File: src/verilog/rmc_pkg.sv
// Constants and types shared by the radio misc config register bank.
// Assumes a single core clock at 50 MHz and byte-wide serial register access.
package rmc_pkg;

  // Register offsets, six-bit serial address space
  localparam logic [5:0] ADDR_PWR_CTRL  = 6'h2E;
  localparam logic [5:0] ADDR_CARRIER   = 6'h2F;
  localparam logic [5:0] ADDR_CLK_OVR   = 6'h32;
  localparam logic [5:0] ADDR_CLK_EN    = 6'h33;
  localparam logic [5:0] ADDR_LOCK_CNT  = 6'h38;
  localparam logic [5:0] ADDR_ID_BYTE0  = 6'h3C;
  localparam logic [5:0] ADDR_ID_BYTE1  = 6'h3D;
  localparam logic [5:0] ADDR_ID_BYTE2  = 6'h3E;
  localparam logic [5:0] ADDR_ID_BYTE3  = 6'h3F;

  // Reset values
  localparam logic [7:0] RST_PWR_CTRL   = 8'h00;
  localparam logic [7:0] RST_CARRIER    = 8'h00;
  localparam logic [7:0] RST_CLK_OVR    = 8'h00;
  localparam logic [7:0] RST_CLK_EN     = 8'h00;
  localparam logic [7:0] RST_LOCK_CNT   = 8'h64;

  // Field layout
  localparam int         CTRL_BIT       = 7;
  localparam logic [7:0] CTRL_MASK      = 8'h80;
  localparam int         CMD_WRITE_BIT  = 7;
  localparam int         CMD_BURST_BIT  = 6;
  localparam logic [2:0] LAST_BIT       = 3'h7;
  localparam int         ID_WIDTH       = 30;
  localparam logic [7:0] ZERO_BYTE      = 8'h00;

  // Lock delay timing
  localparam int         CLK_PERIOD_NS  = 20;
  localparam int         LOCK_STEP_NS   = 2000;
  localparam int         LOCK_STEP_CYC  = (LOCK_STEP_NS + CLK_PERIOD_NS - 1) / CLK_PERIOD_NS;
  localparam logic [6:0] LOCK_STEP_LAST = 7'(LOCK_STEP_CYC - 1);

  typedef enum logic [0:0] {
    RMC_ST_CMD  = 1'b0,
    RMC_ST_DATA = 1'b1
  } rmc_state_t;

  // Analog-control and control-register bits that steer this block
  typedef struct packed {
    logic cfg_write_en;
    logic id_read_en;
    logic auto_synth;
    logic pll_lock_used;
  } rmc_ctrl_t;

  typedef struct packed {
    rmc_state_t st;
    logic       sck_prev;
    logic [2:0] bit_cnt;
    logic       wr_dir;
    logic       burst;
    logic [5:0] addr;
    logic [7:0] shift_in;
    logic [7:0] shift_out;
    logic       miso;
    logic       miso_oe;
    logic [7:0] pwr_ctrl;
    logic [7:0] carrier;
    logic [7:0] clk_ovr;
    logic [7:0] clk_en;
    logic [7:0] lock_cnt;
    logic       lock_busy;
    logic [7:0] steps_left;
    logic [6:0] step_cyc;
    logic       lock_done;
  } rmc_regs_t;

endpackage : rmc_pkg

File: src/verilog/rmc_pin_sync.sv
// Three-stage pin synchroniser with agreement filter.
// Assumes an asynchronous input; output changes only when stages two and three agree.
module rmc_pin_sync #(
  parameter logic RESET_VAL = 1'b0
) (
  // Clock and reset
  input  wire logic core_clk_in,
  input  wire logic rst_b_in,
  input  wire logic ce_in,
  // Pin and result
  input  wire logic pin_in,
  output logic      level_out
);

  logic s1_q;
  logic s2_q;
  logic s3_q;

  always_ff @(posedge core_clk_in or negedge rst_b_in) begin
    if (!rst_b_in) begin
      s1_q      <= RESET_VAL;
      s2_q      <= RESET_VAL;
      s3_q      <= RESET_VAL;
      level_out <= RESET_VAL;
    end else if (ce_in) begin
      s1_q <= pin_in;
      s2_q <= s1_q;
      s3_q <= s2_q;
      if (s2_q == s3_q) begin
        level_out <= s3_q;
      end
    end
  end

endmodule // rmc_pin_sync

File: src/verilog/rmc_regs.sv
// Misc configuration and identification registers behind the serial port.
// Assumes the analog control and control registers live elsewhere and arrive as
// same-clock levels; serial pins are asynchronous and well below the core clock.
module rmc_regs (
  // Clock, reset, enable
  input  wire logic               core_clk_in,
  input  wire logic               rst_b_in,
  input  wire logic               ce_in,
  // Serial register port
  input  wire logic               spi_sck_in,
  input  wire logic               spi_ss_b_in,
  input  wire logic               spi_mosi_in,
  output logic                    spi_miso_out,
  output logic                    spi_miso_oe_out,
  // Steering bits from other registers
  input  wire rmc_pkg::rmc_ctrl_t ctrl_in,
  // Per-chip identification fuses
  input  wire logic [29:0]        chip_id_in,
  // Synthesizer lock timing
  input  wire logic               synth_start_in,
  output logic                    lock_done_out,
  output logic                    lock_busy_out,
  // Configuration outputs
  output logic                    power_save_out,
  output logic                    carrier_sense_override_out,
  output logic [7:0]              manual_clock_override_out,
  output logic [7:0]              manual_clock_gate_enable_out,
  output logic [7:0]              synth_lock_delay_count_out
);

  rmc_pkg::rmc_regs_t r_q;
  rmc_pkg::rmc_regs_t r_d;

  logic sck_s;
  logic ss_b_s;
  logic mosi_s;

  // Pins cross in through three stages; the filter costs about four cycles
  // of latency, so each serial clock phase must last longer than that
  rmc_pin_sync #(.RESET_VAL(1'b0)) u_sync_sck (
    .core_clk_in (core_clk_in),
    .rst_b_in    (rst_b_in),
    .ce_in       (ce_in),
    .pin_in      (spi_sck_in),
    .level_out   (sck_s)
  );

  rmc_pin_sync #(.RESET_VAL(1'b1)) u_sync_ss (
    .core_clk_in (core_clk_in),
    .rst_b_in    (rst_b_in),
    .ce_in       (ce_in),
    .pin_in      (spi_ss_b_in),
    .level_out   (ss_b_s)
  );

  rmc_pin_sync #(.RESET_VAL(1'b0)) u_sync_mosi (
    .core_clk_in (core_clk_in),
    .rst_b_in    (rst_b_in),
    .ce_in       (ce_in),
    .pin_in      (spi_mosi_in),
    .level_out   (mosi_s)
  );

  // Read mux; the id is masked at the source so it never leaves ungated
  function automatic logic [7:0] read_byte(input rmc_pkg::rmc_regs_t s,
                                           input logic [5:0] a,
                                           input logic id_en,
                                           input logic [29:0] id);
    logic [31:0] idw;
    logic [7:0]  v;
    idw = {2'b00, (id_en ? id : 30'h0000_0000)};
    v   = rmc_pkg::ZERO_BYTE;
    case (a)
      rmc_pkg::ADDR_PWR_CTRL: v = s.pwr_ctrl;
      rmc_pkg::ADDR_CARRIER:  v = s.carrier;
      rmc_pkg::ADDR_CLK_OVR:  v = s.clk_ovr;
      rmc_pkg::ADDR_CLK_EN:   v = s.clk_en;
      rmc_pkg::ADDR_LOCK_CNT: v = s.lock_cnt;
      rmc_pkg::ADDR_ID_BYTE0: v = idw[7:0];
      rmc_pkg::ADDR_ID_BYTE1: v = idw[15:8];
      rmc_pkg::ADDR_ID_BYTE2: v = idw[23:16];
      rmc_pkg::ADDR_ID_BYTE3: v = idw[31:24];
      default:                v = rmc_pkg::ZERO_BYTE;
    endcase
    return v;
  endfunction

  always_comb begin
    logic       rise;
    logic       fall;
    logic [7:0] byte_in;
    logic [5:0] next_addr;
    rise      = 1'b0;
    fall      = 1'b0;
    byte_in   = rmc_pkg::ZERO_BYTE;
    next_addr = 6'h00;
    r_d       = r_q;
    r_d.lock_done = 1'b0;

    r_d.sck_prev = sck_s;
    rise    = sck_s & ~r_q.sck_prev;
    fall    = ~sck_s & r_q.sck_prev;
    byte_in = {r_q.shift_in[6:0], mosi_s};

    if (ss_b_s) begin
      // Deselect aborts any partial byte
      r_d.st        = rmc_pkg::RMC_ST_CMD;
      r_d.bit_cnt   = 3'h0;
      r_d.miso      = 1'b0;
      r_d.miso_oe   = 1'b0;
    end else begin
      r_d.miso_oe = 1'b1;
      if (fall) begin
        r_d.miso      = r_q.shift_out[7];
        r_d.shift_out = {r_q.shift_out[6:0], 1'b0};
      end
      if (rise) begin
        r_d.shift_in = byte_in;
        r_d.bit_cnt  = r_q.bit_cnt + 3'h1;
        if (r_q.bit_cnt == rmc_pkg::LAST_BIT) begin
          case (r_q.st)
            rmc_pkg::RMC_ST_CMD: begin
              r_d.wr_dir    = byte_in[rmc_pkg::CMD_WRITE_BIT];
              r_d.burst     = byte_in[rmc_pkg::CMD_BURST_BIT];
              r_d.addr      = byte_in[5:0];
              r_d.st        = rmc_pkg::RMC_ST_DATA;
              r_d.shift_out = read_byte(r_q, byte_in[5:0], ctrl_in.id_read_en, chip_id_in);
            end
            rmc_pkg::RMC_ST_DATA: begin
              if (r_q.wr_dir) begin
                case (r_q.addr)
                  // Reserved bits are stored as zero whatever the host sends
                  rmc_pkg::ADDR_PWR_CTRL: begin
                    if (ctrl_in.cfg_write_en) begin
                      r_d.pwr_ctrl = byte_in & rmc_pkg::CTRL_MASK;
                    end
                  end
                  rmc_pkg::ADDR_CARRIER: begin
                    if (ctrl_in.cfg_write_en) begin
                      r_d.carrier = byte_in & rmc_pkg::CTRL_MASK;
                    end
                  end
                  rmc_pkg::ADDR_CLK_OVR:  r_d.clk_ovr  = byte_in;
                  rmc_pkg::ADDR_CLK_EN:   r_d.clk_en   = byte_in;
                  rmc_pkg::ADDR_LOCK_CNT: r_d.lock_cnt = byte_in;
                  // Identification bytes and unmapped addresses drop the write
                  default:                r_d.addr     = r_q.addr;
                endcase
              end
              next_addr = r_q.burst ? r_q.addr + 6'h01 : r_q.addr;
              r_d.addr  = next_addr;
              // Preload follows the write so a burst reads fresh values
              r_d.shift_out = read_byte(r_d, next_addr, ctrl_in.id_read_en, chip_id_in);
            end
            default: r_d.st = rmc_pkg::RMC_ST_CMD;
          endcase
        end
      end
    end

    // Lock delay timer: steps of the 2 us unit, counted in core cycles
    // A start while busy is ignored; a restart is taken as early as the cycle that done shows
    if (r_q.lock_busy) begin
      if (r_q.steps_left == rmc_pkg::ZERO_BYTE) begin
        r_d.lock_busy = 1'b0;
        r_d.lock_done = 1'b1;
      end else if (r_q.step_cyc == rmc_pkg::LOCK_STEP_LAST) begin
        r_d.step_cyc   = 7'h00;
        r_d.steps_left = r_q.steps_left - 8'h01;
      end else begin
        r_d.step_cyc = r_q.step_cyc + 7'h01;
      end
    end else if (synth_start_in && ctrl_in.auto_synth && !ctrl_in.pll_lock_used) begin
      r_d.lock_busy  = 1'b1;
      r_d.steps_left = r_q.lock_cnt;
      r_d.step_cyc   = 7'h00;
    end
  end

  always_ff @(posedge core_clk_in or negedge rst_b_in) begin
    if (!rst_b_in) begin
      r_q            <= '0;
      r_q.st         <= rmc_pkg::RMC_ST_CMD;
      r_q.pwr_ctrl   <= rmc_pkg::RST_PWR_CTRL;
      r_q.carrier    <= rmc_pkg::RST_CARRIER;
      r_q.clk_ovr    <= rmc_pkg::RST_CLK_OVR;
      r_q.clk_en     <= rmc_pkg::RST_CLK_EN;
      r_q.lock_cnt   <= rmc_pkg::RST_LOCK_CNT;
    end else if (ce_in) begin
      r_q <= r_d;
    end
  end

  // Every output is a flop bit of the state record
  assign spi_miso_out                 = r_q.miso;
  assign spi_miso_oe_out              = r_q.miso_oe;
  assign lock_done_out                = r_q.lock_done;
  assign lock_busy_out                = r_q.lock_busy;
  assign power_save_out               = r_q.pwr_ctrl[rmc_pkg::CTRL_BIT];
  assign carrier_sense_override_out   = r_q.carrier[rmc_pkg::CTRL_BIT];
  assign manual_clock_override_out    = r_q.clk_ovr;
  assign manual_clock_gate_enable_out = r_q.clk_en;
  assign synth_lock_delay_count_out   = r_q.lock_cnt;

endmodule // rmc_regs

File: config.mk
export PLATFORM = sky130hd
export DESIGN_NAME = rmc_regs
export DESIGN_NICKNAME = d
export VERILOG_FILES = /design/src/verilog/rmc_pkg.sv /design/src/verilog/rmc_pin_sync.sv /design/src/verilog/rmc_regs.sv
export SDC_FILE = /design/constraint.sdc
export NUM_CORES = 1
export LEC_CHECK = 0
export BUFFER_PORTS_ARGS = -buffer_cell sky130_fd_sc_hd__buf_2
export CORE_AREA = 5 5 110 190
export DETAILED_ROUTE_END_ITERATION = 10
export DIE_AREA = 0 0 115 195
export SLEW_MARGIN = 40
export SYNTH_ARGS = -nofsm -noshare
export SYNTH_HDL_FRONTEND = slang
export SYNTH_SLANG_ARGS = --single-unit
export TNS_END_PERCENT = 20
File: constraint.sdc
create_clock -name core_clk_in -period 5.9 [get_ports core_clk_in]
set_clock_uncertainty 0.15 [all_clocks]
set_input_delay 1.18 -clock core_clk_in [delete_from_list [all_inputs] [get_ports core_clk_in]]
set_output_delay 1.18 -clock core_clk_in [all_outputs]
set_load 0.01 [all_outputs]
==> results of run 1 <==
metal layers:
layer  wire length [um]  track usage [%]
met4               2102            15.67
met2              11290            34.34
met1               7730            21.88
met5                  0                0
met3               1484            4.119
flip-flops by register name, summed over array words and instances (netlist names), 8 cells and up:
name and count:
synth_lock_delay_count_out 8, r_q 57, manual_clock_gate_enable_out 8, manual_clock_override_out 8
worst max-delay path: cells and delay by family:
| family | cells | cell delay, ns |
|---|---|---|
| buffers and inverters | 2 | 0.33 |
| multiplexers | 1 | 0.40 |
| AND/OR/NAND/NOR | 5 | 1.87 |
power by group through the flow:
| stage | clock, mW | combinational, mW | sequential, mW |
|---|---|---|---|
| 6_report | 0.576 | 0.529 | 0.990 |
| 5_1_grt | 0.613 | 0.594 | 1.01 |
| 4_1_cts | 0.593 | 0.527 | 0.982 |
| 3_5_place_dp | 0 | 0.524 | 0.993 |
| 3_3_place_gp | 0 | 0.517 | 0.994 |
| 2_1_floorplan | 0 | 0.427 | 0.881 |
cell usage in the layout (no fill, tap or decap), drive strengths merged, types with 11 or more instances in the layout:
master  count
and3       27
nand2      58
inv        27
nor2b      21
o21ai      43
nand3      28
nor3       11
mux2       44
buf        79
a22oi      12
nor2       34
dfrtp      92
mux2i      18
a222oi     11
a21oi      27
o22ai      18
layout make-up:
type	count	share of cell area [%]
Tap cell	241	4.291
Clock buffer	9	3.205
Inverter	24	1.282
Clock inverter	7	0.8189
Multi-Input combinational cell	500	48.99
Timing Repair Buffer	79	6.035
Sequential cell	99	35.37
cells by family after synthesis:
family	after synthesis
simple gates	239
compound gates	186
flops	99
buf+inv	91
mux	62
fa+ha+maj	7
xor+xnor	6
metrics by stage:
| step | hold slack (ns) | power (mW) | instance area [um^2] | cells |
|---|---|---|---|---|
| 2_1_floorplan | 0.2865 | 1.308 | 6382 | 690 |
| 3_3_place_gp | 0.3114 | 1.511 | 6741 | 943 |
| 3_5_place_dp | 0.3318 | 1.518 | 6741 | 943 |
| 4_1_cts | 0.3489 | 2.102 | 7024 | 959 |
| 5_1_grt | 0.3802 | 2.213 | 7028 | 959 |
| 6_report | 0.3466 | 2.095 | 7028 | 959 |
path summary, 6_finish.rpt:
check	depth (start not counted)	to	slack (ns)	start
min in group asynchronous	1	r_q[6]$_DFFE_PN0P_	0.64	rst_b_in
max in group asynchronous	2	synth_lock_delay_count_out[5]$_DFFE_PN1P_	4.03	rst_b_in
setup / recovery	8	manual_clock_override_out[4]$_DFFE_PN0P_	2.21	ce_in
setup reg to reg	9	r_q[63]$_DFFE_PN0P_	2.31	r_q[75]$_DFFE_PN0P_
hold / removal	2	u_sync_ss.s3_q$_DFFE_PN1P_	0.35	u_sync_ss.s3_q$_DFFE_PN1P_
hold reg to reg	2	u_sync_ss.s3_q$_DFFE_PN1P_	0.35	u_sync_ss.s3_q$_DFFE_PN1P_
==> results.cfg, run 1 <==
[sta]
setup_viol = 0
setup_ws_ns = 2.209
setup-tns-final_ns = 0
fin_crit_ns = 3.691
worst_slew_pin_slew_ns = 0.8063
slew_violations = 0
max_freq_mhz = 270.9
grt_setup_unrepaired = no
slew_headroom_pct = 45.83
timing.final.crit_share_pct = 62.56
hold_viol_final = 0

[clock_tree]
cts_resized = 0
cts_tree = built
root_buffer = clkbuf_16
clk_pin_slew_ns = 0.07
h-tree-depth = 3
ctsHoldBuffers = 0
cts_buffers = 9
clock_sinks = 99
post_cts_buffers = 0
insertion_delay_ns = 0.35
clk_path_buf_depth = 2

[floorplan]
num_rows = 67
die_w_um = 115
dieArea_mm2 = 0.02243
ios = 71
core_area_mm2 = 0.01911
start_util_pct = 33.39
die_h_um = 195

[placement]
io_buffers = 70
hpwl_um = 17160
place.gp.congestion = 1.068
dp_slack_ns = 1.862

[worst_hold_path]
hold_class = reg -> reg

[synth]
synth_simple_gate_area_share_pct = 20.37
synth.distinct_cells = 78
yosys.area.top_type_share_pct = 36.07
synthFlopType = dfrtp_1
yosysTopAreaCell = dfrtp_1
synth.area.top_cells = dfrtp_1, mux2_2, nand2_1, o21ai_0, buf_4
synth.top_cells.by_count = dfrtp_1, nand2_1, mux2_2
synth_edf_count = 0
synth_top_family_by_area = compound AO/OA/AOI/OAI gates
synth_mux_area_share_pct = 10.59
synthArstFlopShare_pct = 100.0
synth_compound_area_share_pct = 20.80
syn-instance-count = 690
ys_seq_area_share_pct = 38.95
ys_warn_count = 0
avgSynthCellArea_um2 = 9.250
syn_nets = 738
yosysMostFrequentCell = dfrtp_1
ys_ff_latch = 99
synth_fa_ha_area_share_pct = 1.372
synth_xor_area_share_pct = 0.8234
syn_area_mm2 = 0.006382

[cells_and_area]
area.growth.synth_to_final_pct = 10.12
diodes = 0
drive_gt1_share_pct = 22.84
fillers = 1987
nNetsFinal = 761
fin_util_pct = 36.77
multiInputGateArea_mm2 = 0.003443
register_area_mm2 = 0.002486

[critical_path]
critPathLaunchType = input port
cp.arrival_ns = 3.78
max_stage_delay_ns = 0.68
critPathKind = in -> reg
slowest_stage = nor2_1
cp_cell_sequence = buf_2 > nand2b_1 > nor2_1 > and2_0 > buf_4 > nand2_2 > nor3_2 > mux2_2
end_kind = flop
cp_max_fo = 16
crit_required_ns = 5.99

[pwr]
p_clk_share_pct = 27.5
switching_share_pct = 37.39
powerDensity_mw_per_mm2 = 298.0
p_leak_nw = 3.092
ir_drop_v = 0.0001518
p_switching_mw = 0.7832
p_int_mw = 1.311
pwr-share-seq_pct = 47.2
comb_power_share_pct = 25.3

[grt]
grt_max_degree = 59
antenna_found_initial = 1
grtUsageTotal_pct = 20.41
grt_overflow = 0
grt_pass1_vias = 5837
grt_first_pass_wirelength_um = 34940

[detailed_routing]
routed_wl_um = 22610
drtPass1Iterations = 5
wl_per_cell_um = 23.57
dr.first_iter.drc_count = 425
drc = 0
vias = 5736
ant_nets = 0
via_per_inst = 5.981

[flow_run]
cap_violations = 0

[outcome]
status = completed
(Power assumes the default switching activity.)
==> run 2: changes to the inputs <==
Clock period 5.9 ns to 3.75 ns, I/O delays scaled along.
==> run 2 against run 1 <==
- register-to-register slack got worse by 2.0 ns
- clock power is 89% higher
- worst hold slack lost 0.055 ns
- global-route usage rose by 0.42 points
- die area did not move
- total power rose by 67%
- setup slack got worse by 1.9 ns
- count of clock-buffer cells in the layout up 2
- critical path depth rose by 1
- non-clock buffer count grew 13
- sequential power is 56% higher
- largest cell class unchanged
==> results.cfg, run 2 (synthesis results as in run 1) <==
[outcome]
status = completed

[floorplan]
start_util_pct = 33.39
core_area_mm2 = 0.01911
die_h_um = 195
die_w_um = 115
ios = 71
num_rows = 67
dieArea_mm2 = 0.02243

[grt]
grt_max_degree = 54
antenna_found_initial = 0
grt_overflow = 0
grt_first_pass_wirelength_um = 35800
grt_pass1_vias = 5949
grtUsageTotal_pct = 20.83

[cells_and_area]
area.growth.synth_to_final_pct = 12.61
design_area_mm2 = 0.007187
largest_reg_flops = 57
layout_commonest_cell = dfrtp_1
nNetsFinal = 774
stdcell_count = 972
mostFrequentLayoutCells = dfrtp_1, buf_2, nand2_1, mux2_2, o21ai_0
top_register = r_q
fillers = 1998
drive_gt1_share_pct = 24.08
diodes = 0

[critical_path]
cp_max_fo = 13
cp.arrival_ns = 3.54
crit_required_ns = 3.82
critPathLaunchType = flop
slowest_stage = dfrtp_1
cp_cell_sequence = ha_1 > nand4_1 > xor2_1 > a211oi_1 > buf_4 > and3_1 > o41ai_1 > o2111a_1 > o22ai_1
critPathKind = reg -> reg
end_kind = flop
max_stage_delay_ns = 0.58
critPathTopFamily = compound AO/OA/AOI/OAI gates
critPathBufInv = 1

[pwr]
powerDensity_mw_per_mm2 = 487.4
comb_power_share_pct = 25.0
p_int_mw = 2.303
power.total_mw = 3.503
ir_drop_v = 0.0002839
switching_share_pct = 34.26
p_clk_share_pct = 31.1
p_switching_mw = 1.200
pwr-share-seq_pct = 43.9
p_leak_nw = 3.191

[detailed_routing]
ant_nets = 0
vias = 5759
dr.first_iter.drc_count = 536
routed_wl_um = 22880
drc = 0
via_per_inst = 5.925
drtPass1Iterations = 9
wl_per_cell_um = 23.54

[sta]
worst_slew_pin_slew_ns = 0.8549
timing.final.crit_share_pct = 92.59
slew_headroom_pct = 43.01
max_freq_mhz = 288.0
setup_ws_ns = 0.2778
grt_setup_unrepaired = no
setup-tns-final_ns = 0
fin_crit_ns = 3.472
setup_viol = 0
slew_violations = 0
hold_viol_final = 0

[clock_tree]
clk_pin_slew_ns = 0.07
clock_sinks = 99
cts_buffers = 9
h-tree-depth = 3
clk_path_buf_depth = 2
cts_tree = built
post_cts_buffers = 0
insertion_delay_ns = 0.35
cts_resized = 0
ctsHoldBuffers = 0
root_buffer = clkbuf_16

[flow_run]
cap_violations = 0

[placement]
io_buffers = 70
hpwl_um = 17520
dpl_cell_area_mm2 = 0.006832
dp_slack_ns = 0.3024
place.gp.congestion = 0.9749
dpl.cell_count = 955

[worst_hold_path]
hold_class = in -> async
==> run 2: routing by layer <==
metal  global-route usage [%]  part of all wire (%)  vias to the layer above
met5                        0                     0                        -
met3                    3.004                   4.9                      105
met4                    15.62                   8.5                        0
li1                         -                     -                     2615
met2                    36.04                    52                      249
met1                    22.36                    35                     2790
==> run 2: power by group through the flow <==
stage	sequential [mW]	clock (mW)	combinational [mW]
2_1_floorplan	1.39	0	0.672
3_3_place_gp	1.55	0	0.856
3_5_place_dp	1.54	0	0.866
4_1_cts	1.53	1.12	0.872
5_1_grt	1.56	1.15	0.992
6_report	1.54	1.09	0.877
==> run 2: cell type report <==
| type | count | area [um^2] | share of cell area (%) |
|---|---|---|---|
| multi-input cells | 500 | 3443 | 47.91 |
| flip-flops and latches | 99 | 2486 | 34.59 |
| repair buffers | 92 | 515.5 | 7.173 |
| well taps | 241 | 301.5 | 4.196 |
| clock buffers | 11 | 242.7 | 3.377 |
| clock inverters | 5 | 107.6 | 1.497 |
| inverters | 24 | 90.09 | 1.253 |
==> run 2: worst paths after layout <==
path | startpoint | endpoint | slack, ns | cells after the start
min | rst_b_in | manual_clock_gate_enable_out[3]$_DFFE_PN0P_ | 0.29 | 1
min in group core_clk_in | r_q[7]$_DFFE_PN0P_ | r_q[7]$_DFFE_PN0P_ | 0.33 | 1
max reg2reg | r_q[76]$_DFFE_PN0P_ | r_q[60]$_DFFE_PN0P_ | 0.28 | 9
max in group asynchronous | rst_b_in | u_sync_ss.level_out$_DFFE_PN1P_ | 2.27 | 2
min reg2reg | r_q[7]$_DFFE_PN0P_ | r_q[7]$_DFFE_PN0P_ | 0.33 | 1
max | r_q[76]$_DFFE_PN0P_ | r_q[60]$_DFFE_PN0P_ | 0.28 | 9
==> run 2: worst reg2reg max path, stage by stage, from the launching register on <==
cell and delay, ns:
dfrtp_1 0.58, ha_1 0.52, nand4_1 0.25, xor2_1 0.42, a211oi_1 0.08, buf_4 0.21
and3_1 0.18, o41ai_1 0.57, o2111a_1 0.30, o22ai_1 0.09
==> run 2: per-stage QoR <==
step / hold slack [ns] / utilization (%)
floorplan: 0.2865 / -
global placement: 0.3176 / 35.74
detailed placement: 0.3189 / 35.74
CTS: 0.3169 / 37.58
global route: 0.3569 / 37.60
finish: 0.2914 / 37.60
==> run 3: changes to the inputs <==
Settings changed: CORE_AREA 5 5 110 190 to 5 5 144 146, DIE_AREA 0 0 115 195 to 0 0 149 151.
==> run 3 against run 2 <==
- count of clock-buffer cells in the layout unchanged
- global-route usage decreased by 2.9 points
- critical path type unchanged
- sequential share of layout area increased by 0.12 points
- sequential cell count unchanged
==> results.cfg, run 3 (synthesis results as in run 1) <==
[pwr]
p_leak_nw = 3.151
p_clk_share_pct = 29.6
pwr-share-seq_pct = 43.5
powerDensity_mw_per_mm2 = 478.0
p_int_mw = 2.223
p_switching_mw = 1.200
comb_power_share_pct = 26.9
ir_drop_v = 0.0002646
switching_share_pct = 35.06

[grt]
grtUsageTotal_pct = 17.96
antenna_found_initial = 0
grt_first_pass_wirelength_um = 31350
grt_max_degree = 55
grt_overflow = 0
grt_pass1_vias = 5350

[detailed_routing]
wl_per_cell_um = 20.35
routed_wl_um = 20170
dr.first_iter.drc_count = 620
vias = 5698
via_per_inst = 5.750
drtPass1Iterations = 6
ant_nets = 0
drc = 0

[sta]
setup-tns-final_ns = 0
hold_viol_final = 0
worst_slew_pin_slew_ns = 0.7640
setup_viol = 0
slew_headroom_pct = 47.75
max_freq_mhz = 291.0
grt_setup_unrepaired = no
timing.final.crit_share_pct = 91.64
slew_violations = 0
fin_crit_ns = 3.437

[clock_tree]
cts_tree = built
clk_path_buf_depth = 2
clock_sinks = 99
post_cts_buffers = 0
insertion_delay_ns = 0.36
h-tree-depth = 3
clk_pin_slew_ns = 0.08
cts_resized = 0
cts_buffers = 9
ctsHoldBuffers = 0
root_buffer = clkbuf_16

[critical_path]
r2r_slack_ns = 0.31
critPathKind = reg -> reg
cp.arrival_ns = 3.53
crit_start = r_q[76]$_DFFE_PN0P_
crit_required_ns = 3.84
end_kind = flop
reg2reg_from = r_q[76]$_DFFE_PN0P_
critPathLaunchType = flop
cp_max_fo = 12

[worst_hold_path]
hold_class = in -> async

[outcome]
status = completed

[placement]
place.gp.congestion = 0.9404
hpwl_um = 14960
dpl.cell_count = 975
io_buffers = 70

[floorplan]
core_area_mm2 = 0.01927
ios = 71
die_w_um = 149
dieArea_mm2 = 0.02250
die_h_um = 151
num_rows = 51
start_util_pct = 33.12

[cells_and_area]
layout_commonest_cell = dfrtp_1
stdcell_count = 991
diodes = 0
fillers = 2014
register_area_mm2 = 0.002486
nNetsFinal = 769
top_register = r_q
mostFrequentLayoutCells = dfrtp_1, buf_2, nand2_1, mux2_2, o21ai_0
area.growth.synth_to_final_pct = 12.21
drive_gt1_share_pct = 23.42
largest_reg_flops = 57
multiInputGateArea_mm2 = 0.003443

[flow_run]
cap_violations = 0
==> run 3: routing by layer <==
metal	vias up	track usage, %	wire, um	part of all wire, %
met5	-	0	0	0
met4	0	5.767	567	2.8
met3	45	4.428	1877	9.3
met2	285	28.45	8899	44
met1	2752	24.24	8823	44
li1	2616	-	-	-
==> run 3: per-stage QoR <==
step / area [um^2] / setup slack, ns / utilization (%) / hold WS (ns) / total power [mW]
after floorplan: 6382 / 0.9771 / - / 0.2865 / 2.058
after global placement: 6844 / 0.5484 / 35.51 / 0.3186 / 2.405
after detailed placement: 6844 / 0.3731 / 35.51 / 0.3183 / 2.418
after CTS: 7162 / 0.3628 / 37.16 / 0.2826 / 3.441
after global routing: 7162 / 0.06234 / 37.16 / 0.3150 / 3.606
final: 7162 / 0.3133 / 37.16 / 0.2641 / 3.423
==> run 3: final cells by class <==
class,count,area share (%)
Multi-Input combinational cell,500,48.08
Clock buffer,11,3.249
Timing Repair Buffer,87,6.883
Sequential cell,99,34.71
Clock inverter,5,1.188
Inverter,24,1.258
Tap cell,265,4.630
==> run 3: power groups by stage <==
| stage | registers, mW | clock network (mW) | logic, mW |
|---|---|---|---|
| final | 1.49 | 1.01 | 0.922 |
| after global routing | 1.52 | 1.07 | 1.02 |
| after CTS | 1.48 | 1.04 | 0.919 |
| after detailed placement | 1.50 | 0 | 0.918 |
| after global placement | 1.50 | 0 | 0.906 |
| after floorplan | 1.39 | 0 | 0.672 |
==> run 3: final timing paths <==
path	to	cells after the start
min	u_sync_sck.s1_q$_DFFE_PN0P_	1
max	r_q[64]$_DFFE_PN0P_	8
min reg2reg	r_q[7]$_DFFE_PN0P_	1
max in group asynchronous	synth_lock_delay_count_out[5]$_DFFE_PN1P_	2
min in group core_clk_in	r_q[7]$_DFFE_PN0P_	1
max reg2reg	r_q[64]$_DFFE_PN0P_	8
==> run 3: worst max-delay path, stage by stage, from the launching register on <==
cell	delay [ns]
dfrtp_1	0.55
ha_1	0.49
nand4_1	0.23
xor2_1	0.42
a21oi_1	0.18
and3_1	0.25
a2111oi_0	0.73
o211a_1	0.23
o22ai_1	0.08
